==> config.mk <==
export PLATFORM = sky130hd
export DESIGN_NAME = evf_event_flags
export DESIGN_NICKNAME = d
export VERILOG_FILES = /design/src/core/evf_sync.v /design/src/core/evf_edge_flags.v /design/src/core/evf_event_flags.v
export VERILOG_INCLUDE_DIRS = /design/src /design/src/core
export SDC_FILE = /design/constraint.sdc
export NUM_CORES = 1
export LEC_CHECK = 0
export BUFFER_PORTS_ARGS = -buffer_cell sky130_fd_sc_hd__buf_2
export CORE_UTILIZATION = 40
export DETAILED_ROUTE_END_ITERATION = 16
export SYNTH_ARGS = -nofsm -noshare
export SYNTH_HDL_FRONTEND = slang
export SYNTH_SLANG_ARGS = --single-unit
==> constraint.sdc <==
create_clock -name CLK_I -period 1.8 [get_ports CLK_I]
set_clock_uncertainty 0.05 [all_clocks]
set_input_delay 0.27 -clock CLK_I [delete_from_list [all_inputs] [get_ports CLK_I]]
set_output_delay 0.27 -clock CLK_I [all_outputs]
set_load 0.01 [all_outputs]
==> src/core/evf_defines.vh <==
// Constants for the event flag registers: offsets, bit positions,
// reset values, edge selections and start-up timing.
// Assumes it is included once per design file by its bare name.
`ifndef EVF_DEFINES_VH
`define EVF_DEFINES_VH

// Register offsets on the register port.
`define EVF_ADDR_CHG        8'h09
`define EVF_ADDR_LINK       8'h0A
`define EVF_ADDR_XFER       8'h0B
`define EVF_ADDR_CMD_STATUS 8'h05

// Reset values.
`define EVF_FLAGS_RESET     8'h00
`define EVF_CODE_RESET      8'h00
`define EVF_READ_UNMAPPED   8'h00

// Charger event flag bits.
`define EVF_CHG_TEMP        7
`define EVF_CHG_REVERSE     6
`define EVF_CHG_VREG        5
`define EVF_CHG_STEP        4
`define EVF_CHG_DROPOUT     3
`define EVF_CHG_SYS_DROPOUT 2
`define EVF_CHG_LINE_GOOD   1
`define EVF_CHG_SYS_REVERSE 0

// Link event flag bits.
`define EVF_LNK_CONNECTED   7
`define EVF_LNK_WAITING     6
`define EVF_LNK_IDLE        5
`define EVF_LNK_SHORT_RISE  4
`define EVF_LNK_SHORT_FALL  3
`define EVF_LNK_NEW_DATA    2
`define EVF_LNK_CMD_DONE    1
`define EVF_LNK_CMD_ERROR   0

// Transfer and moisture event flag bits.
`define EVF_XFM_LONG        7
`define EVF_XFM_UNDERVOLT   6
`define EVF_XFM_MOIST_DONE  5
`define EVF_XFM_MOIST_DET   4
`define EVF_XFM_MOIST_VALID 3
`define EVF_XFM_RES_ABORT   2
`define EVF_XFM_RES_OPEN    1
`define EVF_XFM_RES_GROUND  0

// Edge selections per register: rising, falling, one-cycle event.
`define EVF_CHG_RISE_MASK   8'hFF
`define EVF_CHG_FALL_MASK   8'hFF
`define EVF_CHG_PULSE_MASK  8'h00
`define EVF_LNK_RISE_MASK   8'hF0
`define EVF_LNK_FALL_MASK   8'hE8
`define EVF_LNK_PULSE_MASK  8'h07
`define EVF_XFM_RISE_MASK   8'hD0
`define EVF_XFM_FALL_MASK   8'hD0
`define EVF_XFM_PULSE_MASK  8'h2F

// Cycles after reset release before change detection is armed.
`define EVF_ARM_CYCLES      2'h3
`define EVF_ARM_ZERO        2'h0
`define EVF_ARM_STEP        2'h1

`endif

==> src/core/evf_sync.v <==
// Two-flop synchroniser for a bus of independent status levels.
// Assumes each bit is a slow level from outside the clock domain.
`include "evf_defines.vh"

module evf_sync #(
    parameter W = 8
) (
    input  wire         clk_i,
    input  wire         rst_n_i,
    input  wire [W-1:0] async_i,
    output wire [W-1:0] sync_o
);

    reg [W-1:0] meta_q;
    reg [W-1:0] sync_q;

    // The first stage is read only by the second stage.
    always @(posedge clk_i) begin
        if (!rst_n_i) begin
            meta_q <= {W{1'b0}};
            sync_q <= {W{1'b0}};
        end else begin
            meta_q <= async_i;
            sync_q <= meta_q;
        end
    end

    assign sync_o = sync_q;

endmodule // evf_sync

==> src/core/evf_edge_flags.v <==
// One register of sticky event flags, each bit set by a chosen edge
// of a level or by a one-cycle event, and cleared by writing a one.
// Assumes levels are already synchronised and events are on this clock.
`include "evf_defines.vh"

module evf_edge_flags #(
    parameter       W          = 8,
    parameter [W-1:0] RISE_MASK  = {W{1'b1}},
    parameter [W-1:0] FALL_MASK  = {W{1'b1}},
    parameter [W-1:0] PULSE_MASK = {W{1'b0}}
) (
    input  wire         clk_i,
    input  wire         rst_n_i,
    input  wire         arm_i,
    input  wire [W-1:0] level_i,
    input  wire [W-1:0] pulse_i,
    input  wire [W-1:0] clear_i,
    output wire [W-1:0] flags_o
);

    reg  [W-1:0] prev_q;
    reg  [W-1:0] flag_q;
    wire [W-1:0] set_w;

    genvar i;
    generate
        for (i = 0; i < W; i = i + 1) begin : g_bit
            assign set_w[i] = (RISE_MASK[i] & arm_i & level_i[i] & ~prev_q[i])
                            | (FALL_MASK[i] & arm_i & ~level_i[i] & prev_q[i])
                            | (PULSE_MASK[i] & pulse_i[i]);
            // A set in the clearing cycle wins, so no event is lost.
            always @(posedge clk_i) begin
                if (!rst_n_i) begin
                    prev_q[i] <= 1'b0;
                    flag_q[i] <= 1'b0;
                end else begin
                    prev_q[i] <= level_i[i];
                    flag_q[i] <= (flag_q[i] & ~clear_i[i]) | set_w[i];
                end
            end
        end
    endgenerate

    assign flags_o = flag_q;

endmodule // evf_edge_flags

==> src/core/evf_event_flags.v <==
// Top of the event flag block: three sticky flag registers fed by
// charger, regulator, link, transfer and moisture status sources.
// Assumes level statuses come from outside the clock domain and event
// strobes are one-cycle pulses from logic on CLK_I.
//
// Summary of operation
// Temperature regulation change sets charger bit 7.
// Charger reverse change sets charger bit 6.
// Battery voltage regulation change sets bit 5.
// Step charge change sets charger bit 4.
// Charger dropout change sets charger bit 3.
// Regulator dropout change sets charger bit 2.
// Line voltage good change sets bit 1.
// Regulator reverse change sets charger bit 0.
// Link connected change sets link bit 7.
// Link waiting change sets link bit 6.
// Link idle change sets link bit 5.
// Short transfer rising edge sets bit 4.
// Short transfer falling edge sets bit 3.
// New data stored sets link bit 2.
// Command completion sets link bit 1.
// Command error sets link bit 0.
// Long transfer change sets bit 7.
// Undervoltage status change sets bit 6.
// Moisture measurement finished sets bit 5.
// Moisture detected change sets bit 4.
// Valid moisture result sets bit 3.
// Abort, open, ground results set bits 2..0.
// Command code valid after done or error.
// Flags stay set until cleared; reset zeroes.
`include "evf_defines.vh"

module evf_event_flags #(
    parameter W = 8
) (
    // Clock and reset.
    input  wire         CLK_I,
    input  wire         RST_N_I,

    // Register port.
    input  wire [7:0]   REG_ADDR_I,
    input  wire         REG_WR_I,
    input  wire [W-1:0] REG_WDATA_I,
    input  wire         REG_RD_I,
    output reg  [W-1:0] REG_RDATA_O,
    output reg          REG_RDATA_VALID_O,

    // Charger and regulator status levels.
    input  wire         TEMP_REGULATION_STATE_I,
    input  wire         CHARGER_REVERSE_STATE_I,
    input  wire         BATT_VOLTAGE_REGULATION_STATE_I,
    input  wire         STEP_CHARGE_STATE_I,
    input  wire         CHARGER_DROPOUT_STATE_I,
    input  wire         SYS_REGULATOR_DROPOUT_STATE_I,
    input  wire         LINE_VOLTAGE_GOOD_I,
    input  wire         SYS_REVERSE_STATE_I,

    // Link status levels.
    input  wire         LINK_CONNECTED_STATE_I,
    input  wire         LINK_WAITING_STATE_I,
    input  wire         LINK_IDLE_STATE_I,
    input  wire         SHORT_TRANSFER_STATE_I,
    input  wire         LONG_TRANSFER_STATE_I,

    // Battery and moisture status levels.
    input  wire         BATT_ABOVE_UNDERVOLTAGE_I,
    input  wire         LINE_MOISTURE_STATE_I,

    // Link event strobes.
    input  wire         NEW_DATA_STORED_I,
    input  wire         CMD_DONE_I,
    input  wire         CMD_ERROR_I,
    input  wire [W-1:0] CMD_STATUS_CODE_I,

    // Moisture measurement event strobes.
    input  wire         MOIST_DONE_I,
    input  wire         MOIST_VALID_I,
    input  wire         RES_ABORT_I,
    input  wire         RES_OPEN_I,
    input  wire         RES_GROUND_I,

    // Flag and code outputs towards mask logic.
    output wire [W-1:0] CHARGER_EVENT_FLAGS_O,
    output wire [W-1:0] LINK_EVENT_FLAGS_O,
    output wire [W-1:0] TRANSFER_MOISTURE_EVENT_FLAGS_O,
    output reg  [W-1:0] CMD_STATUS_O
);

    ////////////////////////////////////////////////////////////////////
    // Declarations.

    wire [W-1:0] chg_raw;
    wire [W-1:0] chg_lvl;
    wire [W-1:0] lnk_raw;
    wire [W-1:0] lnk_lvl;
    wire [W-1:0] lnk_evt;
    wire [W-1:0] xfm_raw;
    wire [W-1:0] xfm_lvl;
    wire [W-1:0] xfm_evt;
    wire [W-1:0] chg_flags;
    wire [W-1:0] lnk_flags;
    wire [W-1:0] xfm_flags;
    wire [W-1:0] chg_clr;
    wire [W-1:0] lnk_clr;
    wire [W-1:0] xfm_clr;
    wire         wr_chg;
    wire         wr_lnk;
    wire         wr_xfm;
    wire         armed;
    reg  [1:0]   arm_cnt_q;
    reg  [1:0]   arm_cnt_d;
    reg  [W-1:0] rdata_d;

    ////////////////////////////////////////////////////////////////////
    // Charger and regulator sources.

    // Temperature regulation source.
    assign chg_raw[`EVF_CHG_TEMP] = TEMP_REGULATION_STATE_I;
    // Charger reverse source.
    assign chg_raw[`EVF_CHG_REVERSE] = CHARGER_REVERSE_STATE_I;
    // Voltage regulation source.
    assign chg_raw[`EVF_CHG_VREG] = BATT_VOLTAGE_REGULATION_STATE_I;
    // Step charge source.
    assign chg_raw[`EVF_CHG_STEP] = STEP_CHARGE_STATE_I;
    // Charger dropout source.
    assign chg_raw[`EVF_CHG_DROPOUT] = CHARGER_DROPOUT_STATE_I;
    // Regulator dropout source.
    assign chg_raw[`EVF_CHG_SYS_DROPOUT] = SYS_REGULATOR_DROPOUT_STATE_I;
    // Line voltage source.
    assign chg_raw[`EVF_CHG_LINE_GOOD] = LINE_VOLTAGE_GOOD_I;
    // Regulator reverse source.
    assign chg_raw[`EVF_CHG_SYS_REVERSE] = SYS_REVERSE_STATE_I;

    ////////////////////////////////////////////////////////////////////
    // Link sources.

    // Connected source.
    assign lnk_raw[`EVF_LNK_CONNECTED] = LINK_CONNECTED_STATE_I;
    // Waiting source.
    assign lnk_raw[`EVF_LNK_WAITING] = LINK_WAITING_STATE_I;
    // Idle source.
    assign lnk_raw[`EVF_LNK_IDLE] = LINK_IDLE_STATE_I;
    // Short transfer, rising.
    assign lnk_raw[`EVF_LNK_SHORT_RISE] = SHORT_TRANSFER_STATE_I;
    // Short transfer, falling.
    assign lnk_raw[`EVF_LNK_SHORT_FALL] = SHORT_TRANSFER_STATE_I;
    assign lnk_raw[`EVF_LNK_NEW_DATA] = 1'b0;
    assign lnk_raw[`EVF_LNK_CMD_DONE] = 1'b0;
    assign lnk_raw[`EVF_LNK_CMD_ERROR] = 1'b0;

    assign lnk_evt[`EVF_LNK_CONNECTED] = 1'b0;
    assign lnk_evt[`EVF_LNK_WAITING] = 1'b0;
    assign lnk_evt[`EVF_LNK_IDLE] = 1'b0;
    assign lnk_evt[`EVF_LNK_SHORT_RISE] = 1'b0;
    assign lnk_evt[`EVF_LNK_SHORT_FALL] = 1'b0;
    // New data strobe.
    assign lnk_evt[`EVF_LNK_NEW_DATA] = NEW_DATA_STORED_I;
    // Command done strobe.
    assign lnk_evt[`EVF_LNK_CMD_DONE] = CMD_DONE_I;
    // Command error strobe.
    assign lnk_evt[`EVF_LNK_CMD_ERROR] = CMD_ERROR_I;

    ////////////////////////////////////////////////////////////////////
    // Transfer and moisture sources.

    // Long transfer source.
    assign xfm_raw[`EVF_XFM_LONG] = LONG_TRANSFER_STATE_I;
    // Undervoltage source.
    assign xfm_raw[`EVF_XFM_UNDERVOLT] = BATT_ABOVE_UNDERVOLTAGE_I;
    assign xfm_raw[`EVF_XFM_MOIST_DONE] = 1'b0;
    // Moisture detected source.
    assign xfm_raw[`EVF_XFM_MOIST_DET] = LINE_MOISTURE_STATE_I;
    assign xfm_raw[`EVF_XFM_MOIST_VALID] = 1'b0;
    assign xfm_raw[`EVF_XFM_RES_ABORT] = 1'b0;
    assign xfm_raw[`EVF_XFM_RES_OPEN] = 1'b0;
    assign xfm_raw[`EVF_XFM_RES_GROUND] = 1'b0;

    assign xfm_evt[`EVF_XFM_LONG] = 1'b0;
    assign xfm_evt[`EVF_XFM_UNDERVOLT] = 1'b0;
    // Measurement done strobe.
    assign xfm_evt[`EVF_XFM_MOIST_DONE] = MOIST_DONE_I;
    assign xfm_evt[`EVF_XFM_MOIST_DET] = 1'b0;
    // Valid result strobe.
    assign xfm_evt[`EVF_XFM_MOIST_VALID] = MOIST_VALID_I;
    // Resistive outcome strobes.
    assign xfm_evt[`EVF_XFM_RES_ABORT] = RES_ABORT_I;
    assign xfm_evt[`EVF_XFM_RES_OPEN] = RES_OPEN_I;
    assign xfm_evt[`EVF_XFM_RES_GROUND] = RES_GROUND_I;

    ////////////////////////////////////////////////////////////////////
    // Synchronisers for the status levels.

    evf_sync #(
        .W (W)
    ) u_sync_chg (
        .clk_i   (CLK_I),
        .rst_n_i (RST_N_I),
        .async_i (chg_raw),
        .sync_o  (chg_lvl)
    );

    evf_sync #(
        .W (W)
    ) u_sync_lnk (
        .clk_i   (CLK_I),
        .rst_n_i (RST_N_I),
        .async_i (lnk_raw),
        .sync_o  (lnk_lvl)
    );

    evf_sync #(
        .W (W)
    ) u_sync_xfm (
        .clk_i   (CLK_I),
        .rst_n_i (RST_N_I),
        .async_i (xfm_raw),
        .sync_o  (xfm_lvl)
    );

    ////////////////////////////////////////////////////////////////////
    // Start-up arming.

    // The synchronisers and edge history start at zero, so a status
    // that is already high at reset would look like a change. Edge
    // detection waits until the history holds real samples.
    always @* begin
        arm_cnt_d = arm_cnt_q;
        if (arm_cnt_q != `EVF_ARM_CYCLES) begin
            arm_cnt_d = arm_cnt_q + `EVF_ARM_STEP;
        end
    end

    always @(posedge CLK_I) begin
        if (!RST_N_I) begin
            arm_cnt_q <= `EVF_ARM_ZERO;
        end else begin
            arm_cnt_q <= arm_cnt_d;
        end
    end

    assign armed = (arm_cnt_q == `EVF_ARM_CYCLES);

    ////////////////////////////////////////////////////////////////////
    // Write decode: a one written to a flag bit clears it.

    assign wr_chg = REG_WR_I && (REG_ADDR_I == `EVF_ADDR_CHG);
    assign wr_lnk = REG_WR_I && (REG_ADDR_I == `EVF_ADDR_LINK);
    assign wr_xfm = REG_WR_I && (REG_ADDR_I == `EVF_ADDR_XFER);

    // Software clear strobes.
    assign chg_clr = wr_chg ? REG_WDATA_I : {W{1'b0}};
    assign lnk_clr = wr_lnk ? REG_WDATA_I : {W{1'b0}};
    assign xfm_clr = wr_xfm ? REG_WDATA_I : {W{1'b0}};

    ////////////////////////////////////////////////////////////////////
    // Flag registers.

    // Any-edge charger flags.
    evf_edge_flags #(
        .W          (W),
        .RISE_MASK  (`EVF_CHG_RISE_MASK),
        .FALL_MASK  (`EVF_CHG_FALL_MASK),
        .PULSE_MASK (`EVF_CHG_PULSE_MASK)
    ) u_flags_chg (
        .clk_i   (CLK_I),
        .rst_n_i (RST_N_I),
        .arm_i   (armed),
        .level_i (chg_lvl),
        .pulse_i ({W{1'b0}}),
        .clear_i (chg_clr),
        .flags_o (chg_flags)
    );

    // Edge-selected link flags.
    evf_edge_flags #(
        .W          (W),
        .RISE_MASK  (`EVF_LNK_RISE_MASK),
        .FALL_MASK  (`EVF_LNK_FALL_MASK),
        .PULSE_MASK (`EVF_LNK_PULSE_MASK)
    ) u_flags_lnk (
        .clk_i   (CLK_I),
        .rst_n_i (RST_N_I),
        .arm_i   (armed),
        .level_i (lnk_lvl),
        .pulse_i (lnk_evt),
        .clear_i (lnk_clr),
        .flags_o (lnk_flags)
    );

    // Transfer and moisture flags.
    evf_edge_flags #(
        .W          (W),
        .RISE_MASK  (`EVF_XFM_RISE_MASK),
        .FALL_MASK  (`EVF_XFM_FALL_MASK),
        .PULSE_MASK (`EVF_XFM_PULSE_MASK)
    ) u_flags_xfm (
        .clk_i   (CLK_I),
        .rst_n_i (RST_N_I),
        .arm_i   (armed),
        .level_i (xfm_lvl),
        .pulse_i (xfm_evt),
        .clear_i (xfm_clr),
        .flags_o (xfm_flags)
    );

    assign CHARGER_EVENT_FLAGS_O           = chg_flags;
    assign LINK_EVENT_FLAGS_O              = lnk_flags;
    assign TRANSFER_MOISTURE_EVENT_FLAGS_O = xfm_flags;

    ////////////////////////////////////////////////////////////////////
    // Command status code.

    // Latch code with done/error.
    // The code is captured in the same cycle as the flag is raised, so
    // software that waits for either flag never sees a stale value.
    always @(posedge CLK_I) begin
        if (!RST_N_I) begin
            CMD_STATUS_O <= `EVF_CODE_RESET;
        end else if (CMD_DONE_I || CMD_ERROR_I) begin
            CMD_STATUS_O <= CMD_STATUS_CODE_I;
        end
    end

    ////////////////////////////////////////////////////////////////////
    // Read path.

    always @* begin
        case (REG_ADDR_I)
            `EVF_ADDR_CHG: begin
                rdata_d = chg_flags;
            end
            `EVF_ADDR_LINK: begin
                rdata_d = lnk_flags;
            end
            `EVF_ADDR_XFER: begin
                rdata_d = xfm_flags;
            end
            `EVF_ADDR_CMD_STATUS: begin
                rdata_d = CMD_STATUS_O;
            end
            default: begin
                rdata_d = `EVF_READ_UNMAPPED;
            end
        endcase
    end

    // Read data is held until the next read; reads have no side effect.
    always @(posedge CLK_I) begin
        if (!RST_N_I) begin
            REG_RDATA_O       <= `EVF_READ_UNMAPPED;
            REG_RDATA_VALID_O <= 1'b0;
        end else begin
            REG_RDATA_VALID_O <= REG_RD_I;
            if (REG_RD_I) begin
                REG_RDATA_O <= rdata_d;
            end
        end
    end

endmodule // evf_event_flags

==> results of run 1 <==
[registers in the layout (all words and copies together), names as in the netlist, 4 cells and up]
register	count
u_sync_lnk.sync_o	4
CMD_STATUS_O	8
u_flags_lnk.flags_o	8
u_flags_lnk.prev_q	4
u_flags_chg.flags_o	8
REG_RDATA_O	8
u_sync_lnk.meta_q	4
u_sync_chg.meta_q	8
u_flags_xfm.flags_o	8
u_sync_chg.sync_o	8
u_flags_chg.prev_q	8
[kinds of logic (layout without fill, tap and decap cells)]
logic type | Yosys count | in the layout
mux | 9 | 9
buf+inv | 28 | 124
fa+ha+maj | 1 | 1
simple gates | 89 | 89
xor+xnor | 15 | 15
flops | 88 | 88
compound gates | 78 | 78
[routing by layer]
layer | wire, µm | share of wire
met1 | 3370 | 0.47
met2 | 3130 | 0.43
met3 | 537 | 0.074
met4 | 193 | 0.027
met5 | 0 | 0
[area by class of cell]
class / count / area [µm²]
Tap cell: 102 / 128
Fill cell: 726 / 3740
Inverter: 9 / 33.8
Clock buffer: 10 / 128
Clock inverter: 4 / 95.1
Sequential cell: 88 / 1760
Multi-Input combinational cell: 192 / 1310
Timing Repair Buffer: 101 / 531
[worst max-delay path: cells and delay by family, from the launching register on]
kind / cells / cell delay, ns
AOI/OAI and AO/OA: 1 / 0.19
adders and majority gates: 1 / 0.29
DFF: 1 / 0.35
and+or+nand+nor: 1 / 0.45
[worst max path at each step]
stage / end / slack, ns
after floorplan: u_flags_chg.flags_o[0]$_SDFF_PN0_ / 0.44
after global placement: u_flags_chg.flags_o[4]$_SDFF_PN0_ / 0.12
after detailed placement: u_flags_chg.flags_o[6]$_SDFF_PN0_ / 0.09
after CTS: u_flags_chg.flags_o[3]$_SDFF_PN0_ / 0.39
after global routing: u_flags_chg.flags_o[3]$_SDFF_PN0_ / 0.29
final: u_flags_chg.flags_o[7]$_SDFF_PN0_ / 0.40
[power breakdown]
| part | internal (mW) | switching, mW | leakage, nW |
|---|---|---|---|
| logic | 0.157 | 0.183 | 0.989 |
| clock network | 0.905 | 0.624 | 0.112 |
| registers | 2.03 | 0.0506 | 0.722 |
[metrics by stage]
| stage | util | std cells | hold slack [ns] |
|---|---|---|---|
| after floorplan | - | 308 | 0.318 |
| after global placement | 0.487 | 492 | 0.366 |
| after detailed placement | 0.487 | 492 | 0.368 |
| after CTS | 0.515 | 506 | 0.0596 |
| after global routing | 0.515 | 506 | 0.0713 |
| final | 0.515 | 506 | 0.0738 |
[Yosys cell counts, types with 5 or more instances]
library cell,n
nand2_1,21
a22o_1,8
a22oi_1,8
xor2_1,15
a41oi_1,5
and2_1,48
o21ai_0,17
inv_1,9
a32o_1,11
mux2i_1,9
o22ai_1,8
clkbuf_1,12
dfxtp_1,88
a21oi_1,12
==> impl_metrics.csv, run 1 <==
group,metric,value,unit
outcome,status,"completed",
grt,grt_max_degree,48,
logic_synthesis,synthSimpleGateAreaFrac,0.164,
sta,hold_viol_final,0,
logic_synthesis,synth_area_leaders,"dfxtp_1 (55%), and2_1 (9.4%), xor2_1 (4.1%), a32o_1 (3.4%), mux2i_1 (2.8%)",
grt,grt_use_met2,0.275,
logic_synthesis,yosysTopAreaCell,"dfxtp_1",
worst_setup_path,rr_endpoint,"u_flags_chg.flags_o[7]$_SDFF_PN0_",
power,ir_drop,0.535,mV
logic_synthesis,async_flop_share,0,
worst_setup_path,critPathLaunchType,"flip-flop",
cells_and_area,finalInstanceArea,0.00398,mm²
grt,grt_first_pass_wirelength,11100,µm
grt,track_usage,0.176,
clock_network,clkSinkCount,88,
worst_setup_path,reg2regPathDepth,3,
min_path,hold_path_class,"in2reg",
cells_and_area,layout_commonest_cell,"buf_2",
logic_synthesis,syn-num-nets,360,
sta,final.min_clock_period,1.40,ns
sta,timing.fmax,0.716,GHz
clock_network,cts_tree,"done",
floorplanning,pin_count,92,
cells_and_area,drive_gt1_frac,0.295,
grt,antenna_found_initial,0,
cells_and_area,layout_common_cells,"buf_2 (91), dfxtp_1 (88), and2_1 (48)",
clock_network,clk_path_buf_depth,2,
worst_setup_path,cp_data_required_time,2.03,ns
floorplanning,die_w,91.5,µm
detailed_routing,wl_per_cell,14.3,µm
sta,finalMaxSlewViolations,0,
worst_setup_path,crit_path_max_incr_delay,0.45,ns
min_path,holdPathEnd,"u_sync_chg.meta_q[4]$_SDFF_PN0_",
worst_setup_path,crit_slowest_cell,"and2_1",
logic_synthesis,ys_ff_latch,88,
worst_setup_path,crit-reg2reg-launch,"arm_cnt_q[0]$_SDFFE_PN0P_",
clock_network,clkTransAtPathRegs,0.08,ns
worst_setup_path,critPathLaunch,"arm_cnt_q[0]$_SDFFE_PN0P_",
sta,fin_ws,0.403,ns
min_path,hp-start,"STEP_CHARGE_STATE_I",
grt,met1_usage,0.224,
logic_synthesis,netlist_instances,308,
clock_network,post_cts_buffers,0,
worst_setup_path,reg2reg_slack,0.40,ns
logic_synthesis,yosys.cell_types.count,37,
clock_network,postCtsHoldBufs,0,
cells_and_area,antenna_cells,0,
floorplanning,fp.dieH,91.5,µm
worst_setup_path,cp_max_fo,11,
sta,setup_violations,0,
detailed_routing,drtIter0Drc,108,
floorplanning,initial_core_util,0.415,
floorplanning,rows,32,
sta,fin_tns_setup,0,ns
placement,place_ws,0.0891,ns
power,p_leak,1.82,nW
placement,placedInstanceArea,0.00376,mm²
worst_setup_path,worstSetupPathType,"reg2reg",
detailed_routing,vias_per_cell,4.87,
sta,fin_crit_sh,0.776,
placement,numPortBuffers,91,
logic_synthesis,synth_edf_count,0,
cells_and_area,area_delta_synth_final,24.3,%
clock_network,h-tree-depth,3,
detailed_routing,dr.pass1.iters,4,
placement,dp_hpwl,5350,µm
worst_setup_path,worst_setup_path_end_kind,"flip-flop",
detailed_routing,drc,0,
detailed_routing,routed_wl,7230,µm
floorplanning,die-area,0.00837,mm²
grt,grt_pass1_vias,2217,
logic_synthesis,synth_top_area_frac,0.550,
clock_network,cts_resized,0,
worst_setup_path,crit_arrival,1.63,ns
power,power,3.95,mW
job,max_cap_violations,0,
sta,rsz0062_at_grt,"no",
logic_synthesis,synth_ff_type,"dfxtp_1",
logic_synthesis,synth_top_family_by_area,"compound AO/OA/AOI/OAI gates",
logic_synthesis,ys_seq_area_frac,0.550,
logic_synthesis,synth_compound_area_frac,0.171,
grt,busiest_layer,"met2",
sta,slew_headroom,0.670,
clock_network,clkLatencyLatePin,0.34,ns
placement,gp_congestion,0.814,
logic_synthesis,syn-cell-area,0.00320,mm²
min_path,min_path_cells,2,
logic_synthesis,synth_fa_ha_area_frac,0.00391,
logic_synthesis,yosys_warnings,0,
grt,overflow,0,
detailed_routing,drtAntennaViolNets,0,
clock_network,cts_root_buffer,"clkbuf_8",
logic_synthesis,synth_xor_area_frac,0.0410,
clock_network,numCtsBuffers,9,
logic_synthesis,avgSynthCellArea,10.4,µm²
detailed_routing,routed-via-count,2465,
worst_setup_path,crit_chain,"ha_1 -> and2_1 -> a32o_1",
grt,met3_usage,0.0436,
logic_synthesis,muxShareOfSynthArea,0.0281,
power,cellPowerDensity,992,mW/mm²
cells_and_area,layout.nets,453,
sta,tightestPinTransition,0.493,ns
floorplanning,fp.coreArea,0.00773,mm²
Power figures use the tool's default switching activity.
==> run 2, diff against run 1 <==
clock period = 1.4 ns   (was 1.8 ns; I/O delays follow)
==> impl_metrics.csv, run 2 (synthesis results as in run 1) <==
group,metric,value,unit
sta,tightestPinTransition,0.663,ns
detailed_routing,drc,0,
worst_setup_path,path_delay_family,"flip-flops",
detailed_routing,wl_per_cell,14.2,µm
sta,rsz0062_at_grt,"no",
worst_setup_path,cp_max_fo,11,
grt,antenna_found_initial,0,
grt,grt_first_pass_wirelength,11400,µm
clock_network,clkTransAtPathRegs,0.08,ns
grt,grt_max_degree,43,
sta,final.min_clock_period,1.27,ns
sta,hold_viol_final,0,
cells_and_area,layout_commonest_cell,"buf_2",
outcome,status,"completed",
clock_network,numCtsBuffers,9,
clock_network,cts_tree,"done",
placement,numPortBuffers,91,
grt,overflow,0,
cells_and_area,area_delta_synth_final,27.1,%
cells_and_area,finish.utilization,0.527,
worst_setup_path,worstSetupPathType,"reg2reg",
clock_network,post_cts_buffers,0,
floorplanning,fp.coreArea,0.00773,mm²
worst_setup_path,crit_chain,"ha_1 -> and2_2 -> a32o_1",
worst_setup_path,crit_slowest_cell,"dfxtp_1",
worst_setup_path,critPathLaunchType,"flip-flop",
clock_network,h-tree-depth,3,
floorplanning,initial_core_util,0.415,
cells_and_area,layout.nets,462,
worst_setup_path,crit_path_max_incr_delay,0.33,ns
power,ir_drop,0.628,mV
placement,dp_hpwl,5420,µm
clock_network,clkLatencyLatePin,0.34,ns
sta,timing.fmax,0.789,GHz
power,p_leak,1.87,nW
floorplanning,pin_count,92,
clock_network,cts_root_buffer,"clkbuf_8",
job,max_cap_violations,0,
cells_and_area,layout_common_cells,"buf_2 (91), dfxtp_1 (88), and2_1 (47)",
sta,setup_violations,0,
detailed_routing,routed-via-count,2521,
placement,gp_congestion,0.831,
worst_setup_path,crit_arrival,1.46,ns
sta,fin_crit_sh,0.905,
cells_and_area,antenna_cells,0,
floorplanning,die_w,91.5,µm
worst_setup_path,worst-path-buf-inv,0,
clock_network,clk_path_buf_depth,2,
sta,slew_headroom,0.557,
detailed_routing,dr.pass1.iters,4,
cells_and_area,drive_gt1_frac,0.307,
worst_setup_path,worst_setup_path_end_kind,"flip-flop",
floorplanning,die-area,0.00837,mm²
detailed_routing,drtAntennaViolNets,0,
floorplanning,fp.dieH,91.5,µm
worst_setup_path,cp_data_required_time,1.59,ns
power,cellPowerDensity,1230,mW/mm²
grt,grt_pass1_vias,2240,
sta,hold_slack,0.0139,ns
detailed_routing,vias_per_cell,4.89,
sta,finalMaxSlewViolations,0,
grt,track_usage,0.179,
clock_network,clkSinkCount,88,
floorplanning,rows,32,
detailed_routing,drtIter0Drc,131,
min_path,hold_path_class,"in2reg",
detailed_routing,routed_wl,7320,µm
[run 2: changes by cell type in the layout (fill, tap and decap cells not counted), sizes merged]
cell         previous run  this run
dlygate4sd3             0         3
clkinvlp                0         1
buf                   101       107
bufinv                  3         2
inv                     9        10
[run 2: metrics by stage]
step | setup TNS [ns] | std cells | instance area [µm²] | worst slack (ns) | total power, mW
global route | 0 | 516 | 4070 | 0.0518 | 5.19
floorplan | 0 | 308 | 3200 | 0.0364 | 2.97
CTS | 0 | 515 | 4060 | 0.0429 | 5.03
finish | 0 | 516 | 4070 | 0.133 | 4.99
global placement | -2.02 | 498 | 3830 | -0.127 | 3.18
detailed placement | -2.97 | 498 | 3830 | -0.173 | 3.19
[run 2: worst reg2reg max path, cell delays in order (launching register included)]
cell and delay (ns):
dfxtp_1 0.33, ha_1 0.27, and2_2 0.28, a32o_1 0.23
[run 2: path summary, 6_finish.rpt]
check                                                startpoint                                 to  slack, ns  cells after the start
worst max-delay path                  arm_cnt_q[0]$_SDFFE_PN0P_  u_flags_chg.flags_o[2]$_SDFF_PN0_       0.13                      3
worst max register to register        arm_cnt_q[0]$_SDFFE_PN0P_  u_flags_chg.flags_o[2]$_SDFF_PN0_       0.13                      3
worst min register to register  u_sync_xfm.meta_q[4]$_SDFF_PN0_    u_sync_xfm.sync_o[4]$_SDFF_PN0_       0.39                      1
worst min-delay path                      LINE_MOISTURE_STATE_I    u_sync_xfm.meta_q[4]$_SDFF_PN0_       0.01                      2
[run 2: layout make-up]
cell class / count / area [µm²]
inverters: 9 / 33.8
fillers: 724 / 3660
clock buffers: 10 / 128
well taps: 102 / 128
multi-input cells: 192 / 1310
repair buffers: 110 / 631
flip-flops and latches: 88 / 1760
clock inverters: 5 / 81.3
[run 2: metal layers]
layer,track usage,part of all wire,vias up,wire [µm]
met1,0.226,0.45,1148,3290
li1,-,-,1280,-
met3,0.0553,0.063,8,459
met4,0.0384,0.013,0,93
met5,0,0,-,0
met2,0.299,0.47,85,3480
[run 2: what timing repair did]
action,4_1_cts,5_1_grt
endpoints found under the setup margin,0,11
hold buffers,2,1
endpoints found under the hold margin,2,1
gates resized for setup,0,1
[run 2: power by group]
group / total [mW] / switching [mW] / internal [mW]
Clock: 1.86 / 0.857 / 0.999
Sequential: 2.68 / 0.0661 / 2.61
Combinational: 0.455 / 0.235 / 0.220
==> run 3, diff against run 2 <==
ABC_AREA = 1   (was default)
==> impl_metrics.csv, run 3 <==
group,metric,value,unit
outcome,status,"completed",
placement,dp.cells,613,
grt,track_usage,0.191,
logic_synthesis,avgSynthCellArea,7.79,µm²
worst_setup_path,reg2regPathDepth,6,
worst_setup_path,worst_setup_path_end_kind,"flip-flop",
worst_setup_path,critPathLaunch,"arm_cnt_q[0]$_SDFFE_PN0P_",
logic_synthesis,ys_ff_latch,88,
clock_network,clkTransAtPathRegs,0.08,ns
min_path,hp-start,"LINK_IDLE_STATE_I",
floorplanning,initial_core_util,0.420,
power,pwr-share-seq,0.568,
cells_and_area,drive_gt1_frac,0.259,
detailed_routing,dr.pass1.iters,6,
clock_network,cts_tree,"done",
logic_synthesis,yosysTopAreaCell,"dfxtp_1",
cells_and_area,layout_common_cells,"buf_2 (91), dfxtp_1 (88), nand2_1 (83)",
detailed_routing,drtAntennaViolNets,0,
worst_setup_path,crit-reg2reg-launch,"arm_cnt_q[0]$_SDFFE_PN0P_",
logic_synthesis,synthSimpleGateAreaFrac,0.210,
cells_and_area,final_cells,642,
sta,fin_crit_sh,0.930,
floorplanning,die-area,0.00860,mm²
sta,slew_headroom,0.756,
logic_synthesis,synth_top_area_frac,0.535,
logic_synthesis,synth_fa_ha_area_frac,0.00380,
cells_and_area,layout_commonest_cell,"buf_2",
power,ir_drop,0.656,mV
logic_synthesis,synthTopCellsByCount,"dfxtp_1 (88), nand2_1 (83), inv_1 (66), a21oi_1 (41), o21ai_0 (38)",
power,p_clk_frac,0.323,
logic_synthesis,synth_xor_area_frac,0.00266,
cells_and_area,finish.utilization,0.539,
logic_synthesis,synth_ff_type,"dfxtp_1",
clock_network,h-tree-depth,3,
floorplanning,die_w,92.8,µm
floorplanning,fp.dieH,92.8,µm
worst_setup_path,reg2reg_slack,0.1,ns
logic_synthesis,synth_top_family_by_area,"simple AND/OR/NAND/NOR gates",
worst_setup_path,cp_data_required_time,1.63,ns
placement,numPortBuffers,91,
cells_and_area,fillCellCount,788,
floorplanning,pin_count,92,
grt,busiest_layer,"met2",
sta,final.min_clock_period,1.30,ns
worst_setup_path,crit_arrival,1.54,ns
placement,placedInstanceArea,0.00390,mm²
power,internal_power,3.55,mW
grt,overflow,0,
cells_and_area,finalInstanceArea,0.00423,mm²
logic_synthesis,syn-cell-area,0.00329,mm²
logic_synthesis,syn-num-nets,475,
floorplanning,rows,32,
grt,met1_usage,0.229,
placement,place_ws,0.0155,ns
detailed_routing,routed-via-count,2896,
grt,antenna_found_initial,0,
worst_setup_path,worstSetupPathType,"reg2reg",
power,pwr-share-comb,0.109,
cells_and_area,layout.nets,588,
placement,gp_congestion,0.826,
worst_setup_path,crit_chain,"ha_2 -> clkinvlp_4 -> buf_12 -> a21oi_1 -> o21ai_0 -> a21oi_1",
clock_network,clkSinkCount,88,
logic_synthesis,yosys_warnings,0,
grt,grt_first_pass_wirelength,12500,µm
detailed_routing,routed_wl,7710,µm
sta,fin_ws,0.0975,ns
job,max_cap_violations,0,
clock_network,clkLatencyLatePin,0.35,ns
detailed_routing,wl_per_cell,12.0,µm
min_path,hold_path_class,"in2reg",
logic_synthesis,yosys.cell_types.count,23,
min_path,min_path_cells,3,
grt,grt_use_met2,0.329,
worst_setup_path,crit_path_max_incr_delay,0.36,ns
logic_synthesis,synth_compound_area_frac,0.147,
sta,setup_violations,0,
logic_synthesis,yosysMostFrequentCell,"dfxtp_1",
clock_network,clk_path_buf_depth,2,
power,p_leak,2.29,nW
sta,finalMaxSlewViolations,0,
logic_synthesis,async_flop_share,0,
worst_setup_path,cp_max_fo,16,
detailed_routing,drtIter0Drc,104,
logic_synthesis,ys_seq_area_frac,0.535,
cells_and_area,area_delta_synth_final,28.4,%
worst_setup_path,crit_slowest_cell,"dfxtp_1",
worst_setup_path,worst-path-buf-inv,2,
sta,tightestPinTransition,0.366,ns
logic_synthesis,netlist_instances,423,
power,sw_frac_of_total,0.253,
grt,met3_usage,0.0345,
grt,grt_max_degree,48,
detailed_routing,drc,0,
logic_synthesis,synth_area_leaders,"dfxtp_1 (53%), nand2_1 (9.5%), inv_1 (7.5%), a21oi_1 (6.2%), o21ai_0 (5.8%)",
worst_setup_path,rr_endpoint,"u_flags_chg.flags_o[0]$_SDFF_PN0_",
power,p_switching,1.20,mW
power,cellPowerDensity,1120,mW/mm²
grt,grt_pass1_vias,2706,
sta,timing.fmax,0.768,GHz
min_path,holdPathEnd,"u_sync_lnk.meta_q[5]$_SDFF_PN0_",
worst_setup_path,crit_top_cell,"a21oi_1",
detailed_routing,vias_per_cell,4.51,
worst_setup_path,path_delay_family,"flip-flops",
worst_setup_path,critPathLaunchType,"flip-flop",
placement,dp_hpwl,5710,µm
clock_network,numCtsBuffers,9,
sta,hold_slack,0.00452,ns
logic_synthesis,muxShareOfSynthArea,0,
cells_and_area,antenna_cells,0,
sta,hold_viol_final,0,
logic_synthesis,synth_edf_count,0,
floorplanning,fp.coreArea,0.00785,mm²
clock_network,cts_root_buffer,"clkbuf_8",
-- run 3: worst min-delay path, delay by kind of cell --
family	cells	cell delay, ns
buffers and inverters	2	0.12
and+or+nand+nor	1	0.04
-- run 3: cells by family after synthesis --
kind of cell	Yosys count
buffers and inverters	84
DFF	88
AOI/OAI and AO/OA	93
adders and majority gates	1
and+or+nand+nor	156
xor gates and xnor gates	1
-- run 3: power by group through the flow --
stage | clock, mW | combinational (mW) | sequential, mW
after floorplan | 0 | 0.241 | 2.76
after global placement | 0 | 0.458 | 2.75
after detailed placement | 0 | 0.468 | 2.76
after CTS | 1.59 | 0.496 | 2.70
after global routing | 1.69 | 0.585 | 2.71
final | 1.53 | 0.520 | 2.70
-- run 3: area by class of cell --
class	count	area (µm²)	area share
clock buffers	11	141	0.0334
clock inverters	4	28.8	0.00680
inverters	69	263	0.0621
multi-input cells	251	1200	0.284
flip-flops and latches	88	1760	0.416
well taps	102	128	0.0302
repair buffers	117	708	0.167
-- run 3: routing by layer --
| layer | share of wire | routed length (µm) |
|---|---|---|
| met5 | 0 | 0 |
| met4 | 0.026 | 204 |
| met3 | 0.050 | 386 |
| met2 | 0.47 | 3620 |
| met1 | 0.45 | 3500 |
-- run 3: repair_timing --
action | 4_1_cts | 5_1_grt
setup buffers | 0 | 1
gates resized for setup | 0 | 2
endpoints found under the setup margin | 0 | 13
hold endpoints to repair | 13 | 0
hold buffers | 13 | 0
-- run 3: worst max path at each step --
stage | end | slack, ns | cells after the start
floorplan | u_flags_chg.flags_o[0]$_SDFF_PN0_ | 0.06 | 6
global placement | u_flags_chg.flags_o[1]$_SDFF_PN0_ | 0.06 | 7
detailed placement | u_flags_chg.flags_o[0]$_SDFF_PN0_ | 0.02 | 7
CTS | u_flags_chg.flags_o[5]$_SDFF_PN0_ | 0.02 | 5
global route | u_flags_chg.flags_o[0]$_SDFF_PN0_ | -0.007 | 6
finish | u_flags_chg.flags_o[0]$_SDFF_PN0_ | 0.1 | 6
-- run 3: per-stage QoR --
stage               power, mW  TNS, ns
global placement         3.21        0
finish                   4.75        0
CTS                      4.78        0
global route             4.99  -0.0118
floorplan                3.00        0
detailed placement       3.23        0
